`config.mk`:
```
export PLATFORM = sky130hd
export DESIGN_NAME = ckctl_top
export DESIGN_NICKNAME = d
export VERILOG_FILES = /design/src/common/ckctl_pkg.sv /design/src/common/ckctl_bank_if.sv /design/src/logic/ckctl_top.sv /design/src/logic/ckctl_bank.sv
export VERILOG_INCLUDE_DIRS = /design/src /design/src/common
export SDC_FILE = /design/constraint.sdc
export NUM_CORES = 1
export LEC_CHECK = 0
export ABC_CLOCK_PERIOD_IN_PS = 4300
export BUFFER_PORTS_ARGS = -buffer_cell sky130_fd_sc_hd__buf_2
export CAP_MARGIN = 20
export CORE_MARGIN = 2
export CORE_UTILIZATION = 38
export DETAILED_ROUTE_END_ITERATION = 8
export PLACE_DENSITY = 0.62
export SETUP_SLACK_MARGIN = 0.4
export SLEW_MARGIN = 5
export SYNTH_ARGS = -nofsm -noshare
export SYNTH_HDL_FRONTEND = slang
export SYNTH_HIERARCHICAL = 1
export SYNTH_SLANG_ARGS = --single-unit
export TNS_END_PERCENT = 20
```
`constraint.sdc`:
```
create_clock -name ref_clk_i -period 4.3 [get_ports ref_clk_i]
set_clock_uncertainty 0.05 [all_clocks]
set_input_delay 0.86 -clock ref_clk_i [delete_from_list [all_inputs] [get_ports ref_clk_i]]
set_output_delay 0.86 -clock ref_clk_i [all_outputs]
set_load 0.01 [all_outputs]
```
`src/common/ckctl_map.svh`:
```
// Offsets, field positions, reset values and counts of the clock output control block
`ifndef CKCTL_MAP_SVH
`define CKCTL_MAP_SVH

// Register byte offsets on the APB bus
`define CKCTL_CTRL_OFS 8'h00
`define CKCTL_STAT_OFS 8'h04

// Control register fields
`define CKCTL_CTRL_STOP_LSB 0
`define CKCTL_CTRL_RANGE_BIT 2
`define CKCTL_CTRL_DIVA_BIT 3
`define CKCTL_CTRL_DIVB_BIT 4
`define CKCTL_CTRL_DIVC_BIT 5
`define CKCTL_CTRL_FBSEL_BIT 6
`define CKCTL_CTRL_REFSEL_BIT 7
`define CKCTL_CTRL_RST_VAL 8'h03

// Status register fields
`define CKCTL_STAT_RUNA_BIT 0
`define CKCTL_STAT_RUNB_BIT 1
`define CKCTL_STAT_RUNC_BIT 2
`define CKCTL_STAT_OE_BIT 3
`define CKCTL_STAT_OPEN_BIT 4
`define CKCTL_STAT_VMIN_BIT 5
`define CKCTL_STAT_LOCK_BIT 6

// Oscillator and divider ratios
`define CKCTL_RANGE_DIV_LO 5'h02
`define CKCTL_RANGE_DIV_HI 5'h04
`define CKCTL_VCO_MIN_MUL 5'h08
`define CKCTL_INT_FB_DIV 5'h10
`define CKCTL_DIVA_0 3'h2
`define CKCTL_DIVA_1 3'h4
`define CKCTL_DIVB_0 3'h2
`define CKCTL_DIVB_1 3'h4
`define CKCTL_DIVC_0 3'h4
`define CKCTL_DIVC_1 3'h6

// Reference edges without feedback before lock counts as lost
`define CKCTL_LOCK_MISS_LIMIT 4'h4

`endif

```
`src/common/ckctl_pkg.sv`:
```
// Types shared by the clock output control block
package ckctl_pkg;

  // Clock-stop select codes
  typedef enum logic [1:0] {
    CKCTL_STOP_A_ONLY = 2'b00,
    CKCTL_STOP_A_C = 2'b01,
    CKCTL_STOP_C_ONLY = 2'b10,
    CKCTL_STOP_ALL_RUN = 2'b11
  } ckctl_stop_t;

  // Control register layout
  typedef struct packed {
    logic ref_sel;
    logic feedback_source_select;
    logic div_c_sel;
    logic div_b_sel;
    logic div_a_sel;
    logic vco_range_select;
    ckctl_stop_t stop_sel;
  } ckctl_ctrl_t;

endpackage : ckctl_pkg

```
`src/common/ckctl_bank_if.sv`:
```
// Carrier between the control core and one output bank
`timescale 1ns/10ps
`default_nettype none
interface ckctl_bank_if;
  logic tick;
  logic [2:0] div_len;
  logic run_req;
  logic logic_rst;
  logic q;
  logic oe;
  logic running;

  modport bank (input tick, input div_len, input run_req, input logic_rst,
                output q, output oe, output running);
  modport ctrl (output tick, output div_len, output run_req, output logic_rst,
                input q, input oe, input running);
endinterface : ckctl_bank_if
`default_nettype wire

```
`src/logic/ckctl_top.sv`:
```
// Clock output stop, reset and divider control with APB registers
//
// Functional notes
// - stop select picks which of three banks run
// - reset input low tristates outputs, resets logic
// - reset low tristates outputs whatever stop select says
// - stop select acts only while outputs enabled
// - external feedback reset opens loop, oscillator slowest
// - internal feedback reset leaves lock undisturbed
// - range and bank selects set frequency ratios
// - range low divides by two, high four
// - feedback low internal sixteen, high external input
// - reference low crystal, high single-ended input
//
// Added by the designer: the APB register port and the address map.
`timescale 1ns/10ps
`default_nettype none
`include "ckctl_map.svh"
module ckctl_top
  import ckctl_pkg::*;
#(
  parameter int ADDR_W = 8  // APB address width
) (
  input wire logic ref_clk_i,                       // Block clock, 125 MHz
  input wire logic rst_n_i,                         // Async reset, active low
  input wire logic output_enable_master_reset_i,    // Low: outputs off, logic reset
  input wire logic crystal_reference_i,             // Crystal oscillator reference
  input wire logic single_ended_reference_input_i,  // Single-ended reference
  input wire logic external_feedback_input_i,       // External feedback clock
  input wire logic psel_i,                          // APB select
  input wire logic penable_i,                       // APB enable
  input wire logic pwrite_i,                        // APB direction
  input wire logic [ADDR_W-1:0] paddr_i,            // APB address
  input wire logic [31:0] pwdata_i,                 // APB write data
  input wire logic [3:0] pstrb_i,                   // APB byte strobes
  output logic [31:0] prdata_o,                     // APB read data
  output logic pready_o,                            // APB ready
  output logic pslverr_o,                           // APB error
  output logic [1:0] bank_a_outputs_o,              // Bank A clocks
  output logic [1:0] bank_a_outputs_oe_o,           // Bank A drive enables
  output logic [1:0] bank_b_outputs_o,              // Bank B clocks
  output logic [1:0] bank_b_outputs_oe_o,           // Bank B drive enables
  output logic [1:0] bank_c_outputs_o,              // Bank C clocks
  output logic [1:0] bank_c_outputs_oe_o            // Bank C drive enables
);

  ckctl_bank_if bif_a ();
  ckctl_bank_if bif_b ();
  ckctl_bank_if bif_c ();

  ckctl_ctrl_t ctrl_ff, nxt_ctrl;
  logic pready_ff, nxt_pready, pslverr_ff, nxt_pslverr;
  logic [31:0] prdata_ff, nxt_prdata, stat_word;
  logic access, hit_ctrl, hit_stat;

  // APB decode
  assign access = psel_i & penable_i;
  assign hit_ctrl = (paddr_i == ADDR_W'(`CKCTL_CTRL_OFS));
  assign hit_stat = (paddr_i == ADDR_W'(`CKCTL_STAT_OFS));

  // APB slave: one wait state, write lands on the completing edge
  always_comb begin
    nxt_pready = access & ~pready_ff;
    nxt_pslverr = 1'b0;
    nxt_prdata = 32'h0000_0000;
    nxt_ctrl = ctrl_ff;
    if (access & ~pready_ff) begin
      nxt_pslverr = ~(hit_ctrl | hit_stat);
      if (!pwrite_i && hit_ctrl) begin
        nxt_prdata = {24'h00_0000, ctrl_ff};
      end else if (!pwrite_i && hit_stat) begin
        nxt_prdata = stat_word;
      end
    end
    if (access & pready_ff & pwrite_i & hit_ctrl & pstrb_i[0]) begin
      nxt_ctrl = ckctl_ctrl_t'(pwdata_i[7:0]);
    end
  end

  // APB registers
  always_ff @(posedge ref_clk_i or negedge rst_n_i) begin
    if (!rst_n_i) begin
      pready_ff <= 1'b0;
      pslverr_ff <= 1'b0;
      prdata_ff <= 32'h0000_0000;
      ctrl_ff <= ckctl_ctrl_t'(`CKCTL_CTRL_RST_VAL);
    end else begin
      pready_ff <= nxt_pready;
      pslverr_ff <= nxt_pslverr;
      prdata_ff <= nxt_prdata;
      ctrl_ff <= nxt_ctrl;
    end
  end

  assign prdata_o = prdata_ff;
  assign pready_o = pready_ff;
  // Error flop is only ever set together with ready, so it drives the pin directly
  assign pslverr_o = pslverr_ff;

  // Oscillator, feedback and lock state
  logic oe_ff, nxt_oe;
  logic [4:0] pre_cnt_ff, nxt_pre_cnt, pre_lim;
  logic [3:0] fb_cnt_ff, nxt_fb_cnt;
  logic [3:0] miss_ff, nxt_miss;
  logic lost_ff, nxt_lost;
  logic ref_prev_ff, nxt_ref_prev, fbx_prev_ff, nxt_fbx_prev;
  logic loop_open, vco_tick, ref_sel_clk, ref_rise, fb_rise, fb_ext;

  // Reference and feedback source selection
  assign ref_sel_clk = ctrl_ff.ref_sel ? single_ended_reference_input_i
                                       : crystal_reference_i;
  assign fb_ext = ctrl_ff.feedback_source_select;
  assign loop_open = ~oe_ff & fb_ext;
  assign ref_rise = ref_sel_clk & ~ref_prev_ff;

  // Oscillator tick rate: range divide, slowed to the minimum while the loop is open
  always_comb begin
    pre_lim = ctrl_ff.vco_range_select ? (`CKCTL_RANGE_DIV_HI - 5'h01)
                                       : (`CKCTL_RANGE_DIV_LO - 5'h01);
    if (loop_open) begin
      // Product worked in six bits so that eight times four does not wrap
      pre_lim = 5'(6'(`CKCTL_VCO_MIN_MUL) * 6'(ctrl_ff.vco_range_select ? `CKCTL_RANGE_DIV_HI
                                               : `CKCTL_RANGE_DIV_LO) - 6'h01);
    end
  end

  assign vco_tick = (pre_cnt_ff >= pre_lim);
  assign fb_rise = fb_ext ? (external_feedback_input_i & ~fbx_prev_ff)
                          : (vco_tick & (fb_cnt_ff == 4'hF));

  // Next values of oscillator, feedback divider and lock tracking
  always_comb begin
    nxt_oe = output_enable_master_reset_i;
    nxt_ref_prev = ref_sel_clk;
    nxt_fbx_prev = external_feedback_input_i;
    nxt_pre_cnt = vco_tick ? 5'h00 : pre_cnt_ff + 5'h01;
    nxt_fb_cnt = vco_tick ? fb_cnt_ff + 4'h1 : fb_cnt_ff;  // Divide by sixteen wraps
    nxt_miss = miss_ff;
    nxt_lost = lost_ff;
    if (fb_rise) begin
      nxt_miss = 4'h0;
    end else if (ref_rise && miss_ff != `CKCTL_LOCK_MISS_LIMIT) begin
      nxt_miss = miss_ff + 4'h1;
    end
    // Lock is lost only by a missing external feedback; held until a reset pulse or a switch to internal feedback
    if (fb_ext && oe_ff && miss_ff == `CKCTL_LOCK_MISS_LIMIT) begin
      nxt_lost = 1'b1;
    end
    if (loop_open) begin
      nxt_miss = 4'h0;
      nxt_lost = 1'b0;
    end
    if (!fb_ext) begin
      nxt_lost = 1'b0;
    end
  end

  // Oscillator and lock registers
  always_ff @(posedge ref_clk_i or negedge rst_n_i) begin
    if (!rst_n_i) begin
      oe_ff <= 1'b0;
      ref_prev_ff <= 1'b0;
      fbx_prev_ff <= 1'b0;
      pre_cnt_ff <= 5'h00;
      fb_cnt_ff <= 4'h0;
      miss_ff <= 4'h0;
      lost_ff <= 1'b0;
    end else begin
      oe_ff <= nxt_oe;
      ref_prev_ff <= nxt_ref_prev;
      fbx_prev_ff <= nxt_fbx_prev;
      pre_cnt_ff <= nxt_pre_cnt;
      fb_cnt_ff <= nxt_fb_cnt;
      miss_ff <= nxt_miss;
      lost_ff <= nxt_lost;
    end
  end

  // Bank run requests from the stop select
  logic run_a, run_b, run_c;
  always_comb begin
    run_a = 1'b0;
    run_b = 1'b0;
    run_c = 1'b0;
    unique case (ctrl_ff.stop_sel)
      CKCTL_STOP_A_ONLY: begin
        run_a = 1'b1;
      end
      CKCTL_STOP_A_C: begin
        run_a = 1'b1;
        run_c = 1'b1;
      end
      CKCTL_STOP_C_ONLY: begin
        run_c = 1'b1;
      end
      CKCTL_STOP_ALL_RUN: begin
        run_a = 1'b1;
        run_b = 1'b1;
        run_c = 1'b1;
      end
    endcase
  end

  // Bank control wiring; reset low overrides every stop setting
  assign bif_a.tick = vco_tick;
  assign bif_b.tick = vco_tick;
  assign bif_c.tick = vco_tick;
  assign bif_a.div_len = ctrl_ff.div_a_sel ? `CKCTL_DIVA_1 : `CKCTL_DIVA_0;
  assign bif_b.div_len = ctrl_ff.div_b_sel ? `CKCTL_DIVB_1 : `CKCTL_DIVB_0;
  assign bif_c.div_len = ctrl_ff.div_c_sel ? `CKCTL_DIVC_1 : `CKCTL_DIVC_0;
  assign bif_a.run_req = run_a & oe_ff;
  assign bif_b.run_req = run_b & oe_ff;
  assign bif_c.run_req = run_c & oe_ff;
  assign bif_a.logic_rst = ~oe_ff;
  assign bif_b.logic_rst = ~oe_ff;
  assign bif_c.logic_rst = ~oe_ff;

  ckctl_bank u_bank_a (
    .ref_clk_i (ref_clk_i),
    .rst_n_i (rst_n_i),
    .bif (bif_a)
  );
  ckctl_bank u_bank_b (
    .ref_clk_i (ref_clk_i),
    .rst_n_i (rst_n_i),
    .bif (bif_b)
  );
  ckctl_bank u_bank_c (
    .ref_clk_i (ref_clk_i),
    .rst_n_i (rst_n_i),
    .bif (bif_c)
  );

  // Status word
  always_comb begin
    stat_word = 32'h0000_0000;
    stat_word[`CKCTL_STAT_RUNA_BIT] = bif_a.running;
    stat_word[`CKCTL_STAT_RUNB_BIT] = bif_b.running;
    stat_word[`CKCTL_STAT_RUNC_BIT] = bif_c.running;
    stat_word[`CKCTL_STAT_OE_BIT] = oe_ff;
    stat_word[`CKCTL_STAT_OPEN_BIT] = loop_open;
    stat_word[`CKCTL_STAT_VMIN_BIT] = loop_open;
    stat_word[`CKCTL_STAT_LOCK_BIT] = ~lost_ff & ~loop_open;
  end

  // Two pins per bank share one registered clock and enable
  assign bank_a_outputs_o = {2{bif_a.q}};
  assign bank_a_outputs_oe_o = {2{bif_a.oe}};
  assign bank_b_outputs_o = {2{bif_b.q}};
  assign bank_b_outputs_oe_o = {2{bif_b.oe}};
  assign bank_c_outputs_o = {2{bif_c.q}};
  assign bank_c_outputs_oe_o = {2{bif_c.oe}};

endmodule : ckctl_top
`default_nettype wire

```
`src/logic/ckctl_bank.sv`:
```
// One output bank: divider, glitch-free stop gate and output drive
`timescale 1ns/10ps
`default_nettype none
module ckctl_bank
  import ckctl_pkg::*;
(
  input wire logic ref_clk_i,   // Block clock
  input wire logic rst_n_i,     // Async reset, active low
  ckctl_bank_if.bank bif        // Control side
);

  logic sync1_ff, sync2_ff, gate_ff, q_ff, oe_ff;
  logic nxt_sync1, nxt_sync2, nxt_gate, nxt_q, nxt_oe;
  logic [2:0] cnt_ff, nxt_cnt, half;

  // Next state: synchroniser, divider counter and gate
  always_comb begin
    half = {1'b0, bif.div_len[2:1]};
    nxt_sync1 = bif.run_req;
    nxt_sync2 = sync1_ff;
    nxt_cnt = cnt_ff;
    nxt_gate = gate_ff;
    if (bif.tick) begin
      if (cnt_ff >= bif.div_len - 3'h1) begin
        nxt_cnt = 3'h0;
      end else begin
        nxt_cnt = cnt_ff + 3'h1;
      end
      // Gate moves only on the tick that leaves count zero
      if (cnt_ff == 3'h0) begin
        nxt_gate = sync2_ff;
      end
    end
    nxt_q = nxt_gate & (nxt_cnt >= half);
    nxt_oe = 1'b1;
    if (bif.logic_rst) begin
      nxt_sync1 = 1'b0;
      nxt_sync2 = 1'b0;
      nxt_cnt = 3'h0;
      nxt_gate = 1'b0;
      nxt_q = 1'b0;
      nxt_oe = 1'b0;
    end
  end

  // State registers
  always_ff @(posedge ref_clk_i or negedge rst_n_i) begin
    if (!rst_n_i) begin
      sync1_ff <= 1'b0;
      sync2_ff <= 1'b0;
      cnt_ff <= 3'h0;
      gate_ff <= 1'b0;
      q_ff <= 1'b0;
      oe_ff <= 1'b0;
    end else begin
      sync1_ff <= nxt_sync1;
      sync2_ff <= nxt_sync2;
      cnt_ff <= nxt_cnt;
      gate_ff <= nxt_gate;
      q_ff <= nxt_q;
      oe_ff <= nxt_oe;
    end
  end

  assign bif.q = q_ff;
  assign bif.oe = oe_ff;
  assign bif.running = gate_ff;

endmodule : ckctl_bank
`default_nettype wire

```
==> results.txt, run 1 <==
At the end of routability-driven placement, the weighted congestion stood at 0.791. In the post-synthesis netlist, the biggest area contributors are sky130_fd_sc_hd__dfrtp_1, sky130_fd_sc_hd__ha_1, sky130_fd_sc_hd__buf_4, sky130_fd_sc_hd__inv_1, sky130_fd_sc_hd__mux2_4. The post-synthesis compound-gate area fraction is 7.53%, and the simple-gate share of the synthesized area is 13.9%.

The routed layout has 2195 vias. After synthesis, the largest family of logic cells by area is simple AND/OR/NAND/NOR gates. For the floorplan die area, the log shows 9690 µm². The repair_antennas step left the layout with diodes totalling 0. For the finished layout, the period the worst path requires is 2.94 ns. In this run the horizontal extent of the chip is 98.5 µm. Leaving out fill and tap cells, the most frequent cells in the layout are sky130_fd_sc_hd__dfrtp_1, sky130_fd_sc_hd__buf_2, sky130_fd_sc_hd__inv_1, sky130_fd_sc_hd__ha_1, sky130_fd_sc_hd__conb_1. The largest vdd supply drop was 0.000229 V; the count of flip-flops with a built-in enable after synthesis was 0. The worst-case clock buffer depth came out at 2. Leakage dissipation: 1.97 nW. The largest net degree at the start of global routing is 38. The wire length per cell after detailed routing was 12.5 µm.

After routing, the total negative slack on setup checks comes to 0 ns. During synthesis, Yosys emitted a total of 6 warnings. Static timing analysis puts the maximum clock frequency at 341 MHz. Measured against its own limit, the worst slew margin works out to 45.6%.

For this run, the leading register cell type out of synthesis is sky130_fd_sc_hd__dfrtp_1. TritonCTS built the clock tree. In the final design database the tool counted 451 nets. The tools report the endpoint arrival time on the critical path as 3.10 ns. The flow ran to the end, and the final reports show no timing, DRC or antenna violations. After global routing the overflow that remains totals 0.

The cell area after layout was 3800 µm². The endpoint class of the critical path was a flip-flop. The area share of the largest cell type after synthesis was 42.1%; the die boundary height was 98.5 µm. The number of DRC violations after detailed routing was 0; the number of DRC violations after detailed-routing iteration 0 was 63. Class of the worst hold path: flip-flop to flip-flop.

Along the worst path, the maximum fanout reaches 15. The run gives 3590 µm² as the instance area after placement. STA classifies the critical path startpoint as a flip-flop. The number of different library cells used by synthesis comes to 49. For this design the ratio of total power to cell area is 504 nW/µm². In the routed layout, each cell is associated on average with a via count of 4.58. Number of global-route vias before repair: 2192.

The maximum level of the CTS H-tree is 3, and the all-layer global routing usage is 12.9%. The count of state elements after synthesis was 59. The tools report the final count of hold timing violations as 0. The run gives 0 as the number of pins with negative max-slew slack in the final report. After synthesis, the share of cell area in mux cells is 7.79%. The initial antenna violation count is 0.

The run gives 0 as the final setup violation count. The clock tree root driver cell is sky130_fd_sc_hd__clkbuf_8. The relative area change from synthesis to final layout was 12.0%; the number of buffers inserted to repair setup after CTS was 0.

The number of clock buffers added by TritonCTS is 9. The first global-routing pass estimated 9.95 mm of wire. Total number of placement rows: 34.

After synthesis the cells add up to 3390 µm². The clock transition at the registers of the reported paths was 0.06 ns; the xor/xnor share of the synthesized area was 2.58%. In this run, post-CTS repair resized a total of 0 instances. Clock latency on the worst-skew pair, taken at its later pin, is 0.34 ns. The proportion of register bits with asynchronous set or reset after synthesis came out at 100%. The data required time at the worst endpoint was 4.46 ns. Synthesis produced 318 cells. The pin slew with the least headroom to its limit was 0.816 ns. For this design the top-level I/O count stands at 99.

The first TritonRoute pass finished after 6 iterations. The sink count of the clock tree is 59, and the starting density of the core is 39.1%. The share of synthesized cell area in full adder, half adder and majority cells is 11.8%, and the synthesized area per cell is 10.7 µm².

The run gives 0 as the number of violations of the max-capacitance limit. The most common cell after layout, fill and taps aside was sky130_fd_sc_hd__dfrtp_1. The area of the placeable core is 8680 µm². In this run, post-CTS hold repair placed 0 buffers. The count of antenna-violating nets left after detailed routing is 0.

The biggest area contributor in the post-synthesis netlist is sky130_fd_sc_hd__dfrtp_1. For the sequential fraction of the synthesis area, the log shows 43.6%. Class of the most critical setup path: flip-flop to flip-flop.

For the total routed wirelength, the log shows 5.97 mm. Summed over all nets, the half-perimeter wirelength after detailed placement is 4.33 mm. The share of layout cells above drive strength 1 came out at 23.2%. Setup repair after global routing left no endpoint under its margin. The post-route fraction of the period consumed by the critical path works out to 68.3%. During placement, the flow inserted port buffers numbering 47.
synthesized netlist by cell type (6+ instances only):
cell type                 count
sky130_fd_sc_hd__mux2_4       8
sky130_fd_sc_hd__nor2_1      27
sky130_fd_sc_hd__xnor2_1      7
sky130_fd_sc_hd__mux2i_1     11
sky130_fd_sc_hd__and2_1       6
sky130_fd_sc_hd__dfrtp_1     57
sky130_fd_sc_hd__nor2b_1      9
sky130_fd_sc_hd__inv_1       34
sky130_fd_sc_hd__nand2_1     12
sky130_fd_sc_hd__ha_1        32
sky130_fd_sc_hd__buf_4       36
layer usage:
metal | routed length, µm | vias up | part of all wire, % | GRT usage (%)
met5 | 0 | - | 0 | 0
met2 | 2920 | 57 | 49 | 22.0
met3 | 227 | 8 | 3.8 | 3.12
li1 | - | 1091 | - | -
met4 | 94 | 0 | 1.6 | 5.06
met1 | 2730 | 1039 | 46 | 16.0
worst max-delay path, cell delays in order (launching register included):
cell	delay, ns
sky130_fd_sc_hd__dfrtp_1	0.44
sky130_fd_sc_hd__nor2b_1	0.36
sky130_fd_sc_hd__inv_1	0.13
sky130_fd_sc_hd__ha_1	0.31
sky130_fd_sc_hd__o211ai_1	0.08
sky130_fd_sc_hd__o21ai_1	0.18
sky130_fd_sc_hd__buf_4	0.22
sky130_fd_sc_hd__o211ai_1	0.11
sky130_fd_sc_hd__mux2_2	0.29
sky130_fd_sc_hd__ha_1	0.27
sky130_fd_sc_hd__inv_1	0.05
sky130_fd_sc_hd__a21boi_0	0.07
sky130_fd_sc_hd__o31a_1	0.26
state kept, by name (all words and copies together), names as in the netlist, 3 cells and up:
name,count
u_bank_a/cnt_ff,3
u_bank_c/cnt_ff,3
fb_cnt_ff,4
u_bank_b/cnt_ff,3
miss_ff,4
ctrl_ff,7
prdata_o,8
pre_cnt_ff,5
cell type report:
cell class / count / area, µm²
clock buffer: 11 / 131
inverter: 34 / 128
tap: 108 / 135
timing repair buffer: 50 / 258
fill: 865 / 4880
multi-input combinational: 212 / 1590
clock inverter: 5 / 77.6
sequential: 59 / 1480
power by group:
group,internal [mW],leakage (nW),switching [mW]
logic,0.304,1.09,0.363
clock network,0.325,0.103,0.218
registers,0.638,0.777,0.0680
total,1.27,1.97,0.649
path summary, 6_finish.rpt:
path | from | endpoint | slack [ns] | cells past startpoint
worst max register to register | fb_ext$_DFFE_PN0P_ | u_bank_c/bif.q$_DFF_PN0_ | 1.36 | 12
min in group asynchronous | rst_n_i | prdata_o[3]$_DFF_PN0_ | 0.56 | 1
worst min register to register | fb_cnt_ff[3]$_DFFE_PN0N_ | fb_cnt_ff[3]$_DFFE_PN0N_ | 0.41 | 1
max in group asynchronous | rst_n_i | prdata_o[2]$_DFF_PN0_ | 2.83 | 2
worst min-delay path | fb_cnt_ff[3]$_DFFE_PN0N_ | fb_cnt_ff[3]$_DFFE_PN0N_ | 0.41 | 1
worst max-delay path | fb_ext$_DFFE_PN0P_ | u_bank_c/bif.q$_DFF_PN0_ | 1.36 | 12
stage by stage:
stage | hold slack [ns] | worst slack (ns) | util [%] | cells | power [mW]
finish | 0.414 | 1.36 | 43.8 | 479 | 1.92
global route | 0.427 | 1.13 | 43.8 | 479 | 2.06
CTS | 0.417 | 1.35 | 43.8 | 479 | 1.94
detailed placement | 0.402 | 1.39 | 41.3 | 463 | 1.38
global placement | 0.393 | 1.44 | 41.3 | 463 | 1.35
floorplan | 0.389 | 1.49 | - | 345 | 1.23
kinds of logic (layout without fill, tap and decap cells):
kind of cell             count (synthesis)  count (layout)
AND/OR/NAND/NOR                         84              84
multiplexers                            22              22
flip-flops                              59              59
XOR/XNOR                                10              10
other                                    2              29
AO/OA/AOI/OAI                           35              35
buffers and inverters                   74             100
adder cells (fa/ha/maj)                 32              32
Note: power is estimated with default switching activity, not from simulation.
==> inputs of run 2 (changes only) <==
ABC_CLOCK_PERIOD_IN_PS = 2800   (was 4300)
clock period = 2.8 ns   (was 4.3 ns; I/O delays follow)
==> run 2 against run 1 <==
Global-route usage increased by 0.40 points. Total power grew 67%. Via count up 3.9%. Flip-flop and latch count stayed put. Critical path depth did not move. Routed wire length grew 2.6%. Critical path type unchanged. Critical endpoint unchanged.
==> results.txt, run 2 (synthesized netlist as in run 1, its figures left out) <==
Including well taps, the total number of placed cells is 467. The post-route fraction of the period consumed by the critical path is 91.2%, and the floorplan die area is 9690 µm². Power comes to 3.19 mW. The number of I/O pins was 99; the relative area change from synthesis to final layout was 16.7%.

For the filler cell count in the final layout, the log shows 833. At the end of routability-driven placement, the weighted congestion stood at 0.781. Registers are responsible for 34.0% of the overall power. The floorplan has 34 rows.

The flow ran to the end, and the final reports show no timing, DRC or antenna violations. After layout, the minimum clock period comes to 2.55 ns. The run gives 60 as the number of DRC violations after detailed-routing iteration 0. Setup repair after global routing could not meet its margin everywhere. The cell internal power dissipation was 2.13 mW.

The cts-stage hold buffer count was 0. Clock tree synthesis inserted a total of 9 buffers. The clock transition at the registers of the reported paths was 0.07 ns; the final core utilization was 45.6%.

For the worst setup path, the data required time is 2.98 ns. Derived from the worst setup path, the maximum achievable clock frequency is 392 MHz. The tools report the startpoint kind of the worst setup timing path as a flip-flop. The class of the most critical setup path was flip-flop to flip-flop.

Among all stages on the critical path, the largest delay is contributed by sky130_fd_sc_hd__dfrtp_1. Once detail routing completed, the nets flagged for antenna violations numbered 0. From left edge to right edge, the die measures 98.5 µm.

Setup violations remaining at the end of the flow were counted as 0. The power density relative to cell area came out at 806 nW/µm². The all-layer global routing usage was 13.3%; the wire length per cell after detailed routing was 12.5 µm. The run gives 2241 as the number of global-route vias before repair. The count of buffers added on input and output ports is 47.

The number of pins with negative max-slew slack in the final report is 0, and the setup total negative slack is 0 ns. The maximum level of the CTS H-tree was 3; the leakage dissipation was 2.04 nW. The critical path goes through nor2b_4 -> nor2_1 -> ha_1 -> a211oi_2 -> o21ai_2 -> buf_6 -> buf_4 -> mux2_4 -> ha_4 -> inv_1 -> a21boi_1 -> o31a_1. Of the total power, combinational logic draws 38.1%. Clock tree root driver cell: sky130_fd_sc_hd__clkbuf_8. In the layout the commonest cells are sky130_fd_sc_hd__dfrtp_1, sky130_fd_sc_hd__buf_2, sky130_fd_sc_hd__inv_1, sky130_fd_sc_hd__ha_1, sky130_fd_sc_hd__conb_1.

The routed layout has 2280 vias. Delay of the slowest cell on the worst path: 0.41 ns. The core region is 8680 µm². The endpoint arrival time on the critical path was 2.73 ns. The worst-case clock buffer depth is 2. The run gives 461 as the final layout net count. STA classifies the critical path endpoint as a flip-flop. The tools report the overflow left after global routing as 0.

The largest vdd supply drop came out at 0.000415 V. The pin slew with the least headroom to its limit is 0.751 ns, and the flip-flop count of the largest register, all copies and words added is 8. The most common cell after layout, fill and taps aside was sky130_fd_sc_hd__dfrtp_1. The logs give 39.1% for the starting density of the core and 0.34 ns for the clock latency reported for the late side of the worst-skew pair. The first global-routing pass estimated 10.2 mm of wire.

The multi-input gate area in the final layout came out at 1650 µm². The final non-filler cell total was 489. Across the run, the number of max-cap violations was 0. Entering global routing, the biggest net connects 60 pins. The tightest min-delay check is of the primary input to flip-flop type.

Grouping stages by cell kind, the critical path spends the most delay in compound AO/OA/AOI/OAI gates. Summing all flip-flop and latch instances after layout gives 1480 µm². TritonCTS built the clock tree.

Counting every sink on the clock net gives 59. The number of buffers and inverters on the critical path is 3. The number of DRC violations after detailed routing is 0, and the final count of hold timing violations is 0.

The switching part of the total power was 33.4%; the initial antenna violation count was 0. The analysis attributes to net switching a power of 1.07 mW. The tools report the total routed wirelength as 6.13 mm. The count of inserted antenna diode cells was 0; the worst max-slew margin expressed relative to the limit was 49.9%. Using the TritonRoute via totals, the vias-per-cell ratio works out to 4.66.

In this run the worst path has a maximum fanout of 6. The die boundary height works out to 98.5 µm. The pre-antenna-repair detailed-routing pass consisted of 4 iterations. Once detailed placement completed, the half-perimeter wirelength came to 4.38 mm.

In this run, the clock network consumes 27.9% of the power. The post-route netlist has 27.8% of its cells at a drive strength greater than 1.
-- run 2: final cells by class --
type | instances | share of cell area, %
Multi-Input combinational cell | 212 | 41.8
Sequential cell | 59 | 37.4
Timing Repair Buffer | 60 | 8.44
Clock buffer | 12 | 3.92
Tap cell | 108 | 3.42
Inverter | 34 | 3.23
Clock inverter | 4 | 1.83
-- run 2: worst paths after layout --
check	start	to	slack [ns]	cells after the start
setup / recovery	oe_ff$_DFF_PN0_	u_bank_c/bif.q$_DFF_PN0_	0.25	12
hold / removal	output_enable_master_reset_i	oe_ff$_DFF_PN0_	0.28	1
setup reg to reg	oe_ff$_DFF_PN0_	u_bank_c/bif.q$_DFF_PN0_	0.25	12
hold reg to reg	u_bank_c/sync1_ff$_DFF_PN0_	u_bank_c/sync2_ff$_DFF_PN0_	0.42	1
max in group asynchronous	rst_n_i	prdata_o[1]$_DFF_PN0_	1.87	2
min in group asynchronous	rst_n_i	prdata_o[6]$_DFF_PN0_	0.30	2
-- run 2: layer usage --
| layer | track usage (%) | share of wire, % | vias to the layer above |
|---|---|---|---|
| met3 | 4.75 | 5.4 | 6 |
| met2 | 20.9 | 48 | 60 |
| met5 | 0 | 0 | - |
| li1 | - | - | 1111 |
| met4 | 4.43 | 1.1 | 0 |
| met1 | 17.3 | 46 | 1103 |
-- run 2: power by group through the flow --
stage          sequential [mW]  clock [mW]  combinational, mW
2_1_floorplan             1.07           0              0.887
3_3_place_gp              1.09           0               1.07
3_5_place_dp              1.10           0               1.11
4_1_cts                   1.09       0.915               1.13
5_1_grt                   1.10       0.959               1.38
6_report                  1.08       0.891               1.22
-- run 2: stage by stage --
stage	hold slack (ns)	instance area (µm²)	setup slack, ns
after floorplan	0.214	3540	0.341
after global placement	0.397	3660	0.258
after detailed placement	0.406	3660	0.232
after CTS	0.262	3900	0.247
after global routing	0.260	3960	0.134
final	0.285	3960	0.246
-- run 2: timing repair --
| item | in CTS | in global routing |
|---|---|---|
| setup endpoints to repair | 3 | 3 |
| buffers inserted | 0 | 5 |
| gates resized for setup | 3 | 5 |
| gates cloned | 0 | 1 |
| pin swaps | 0 | 3 |
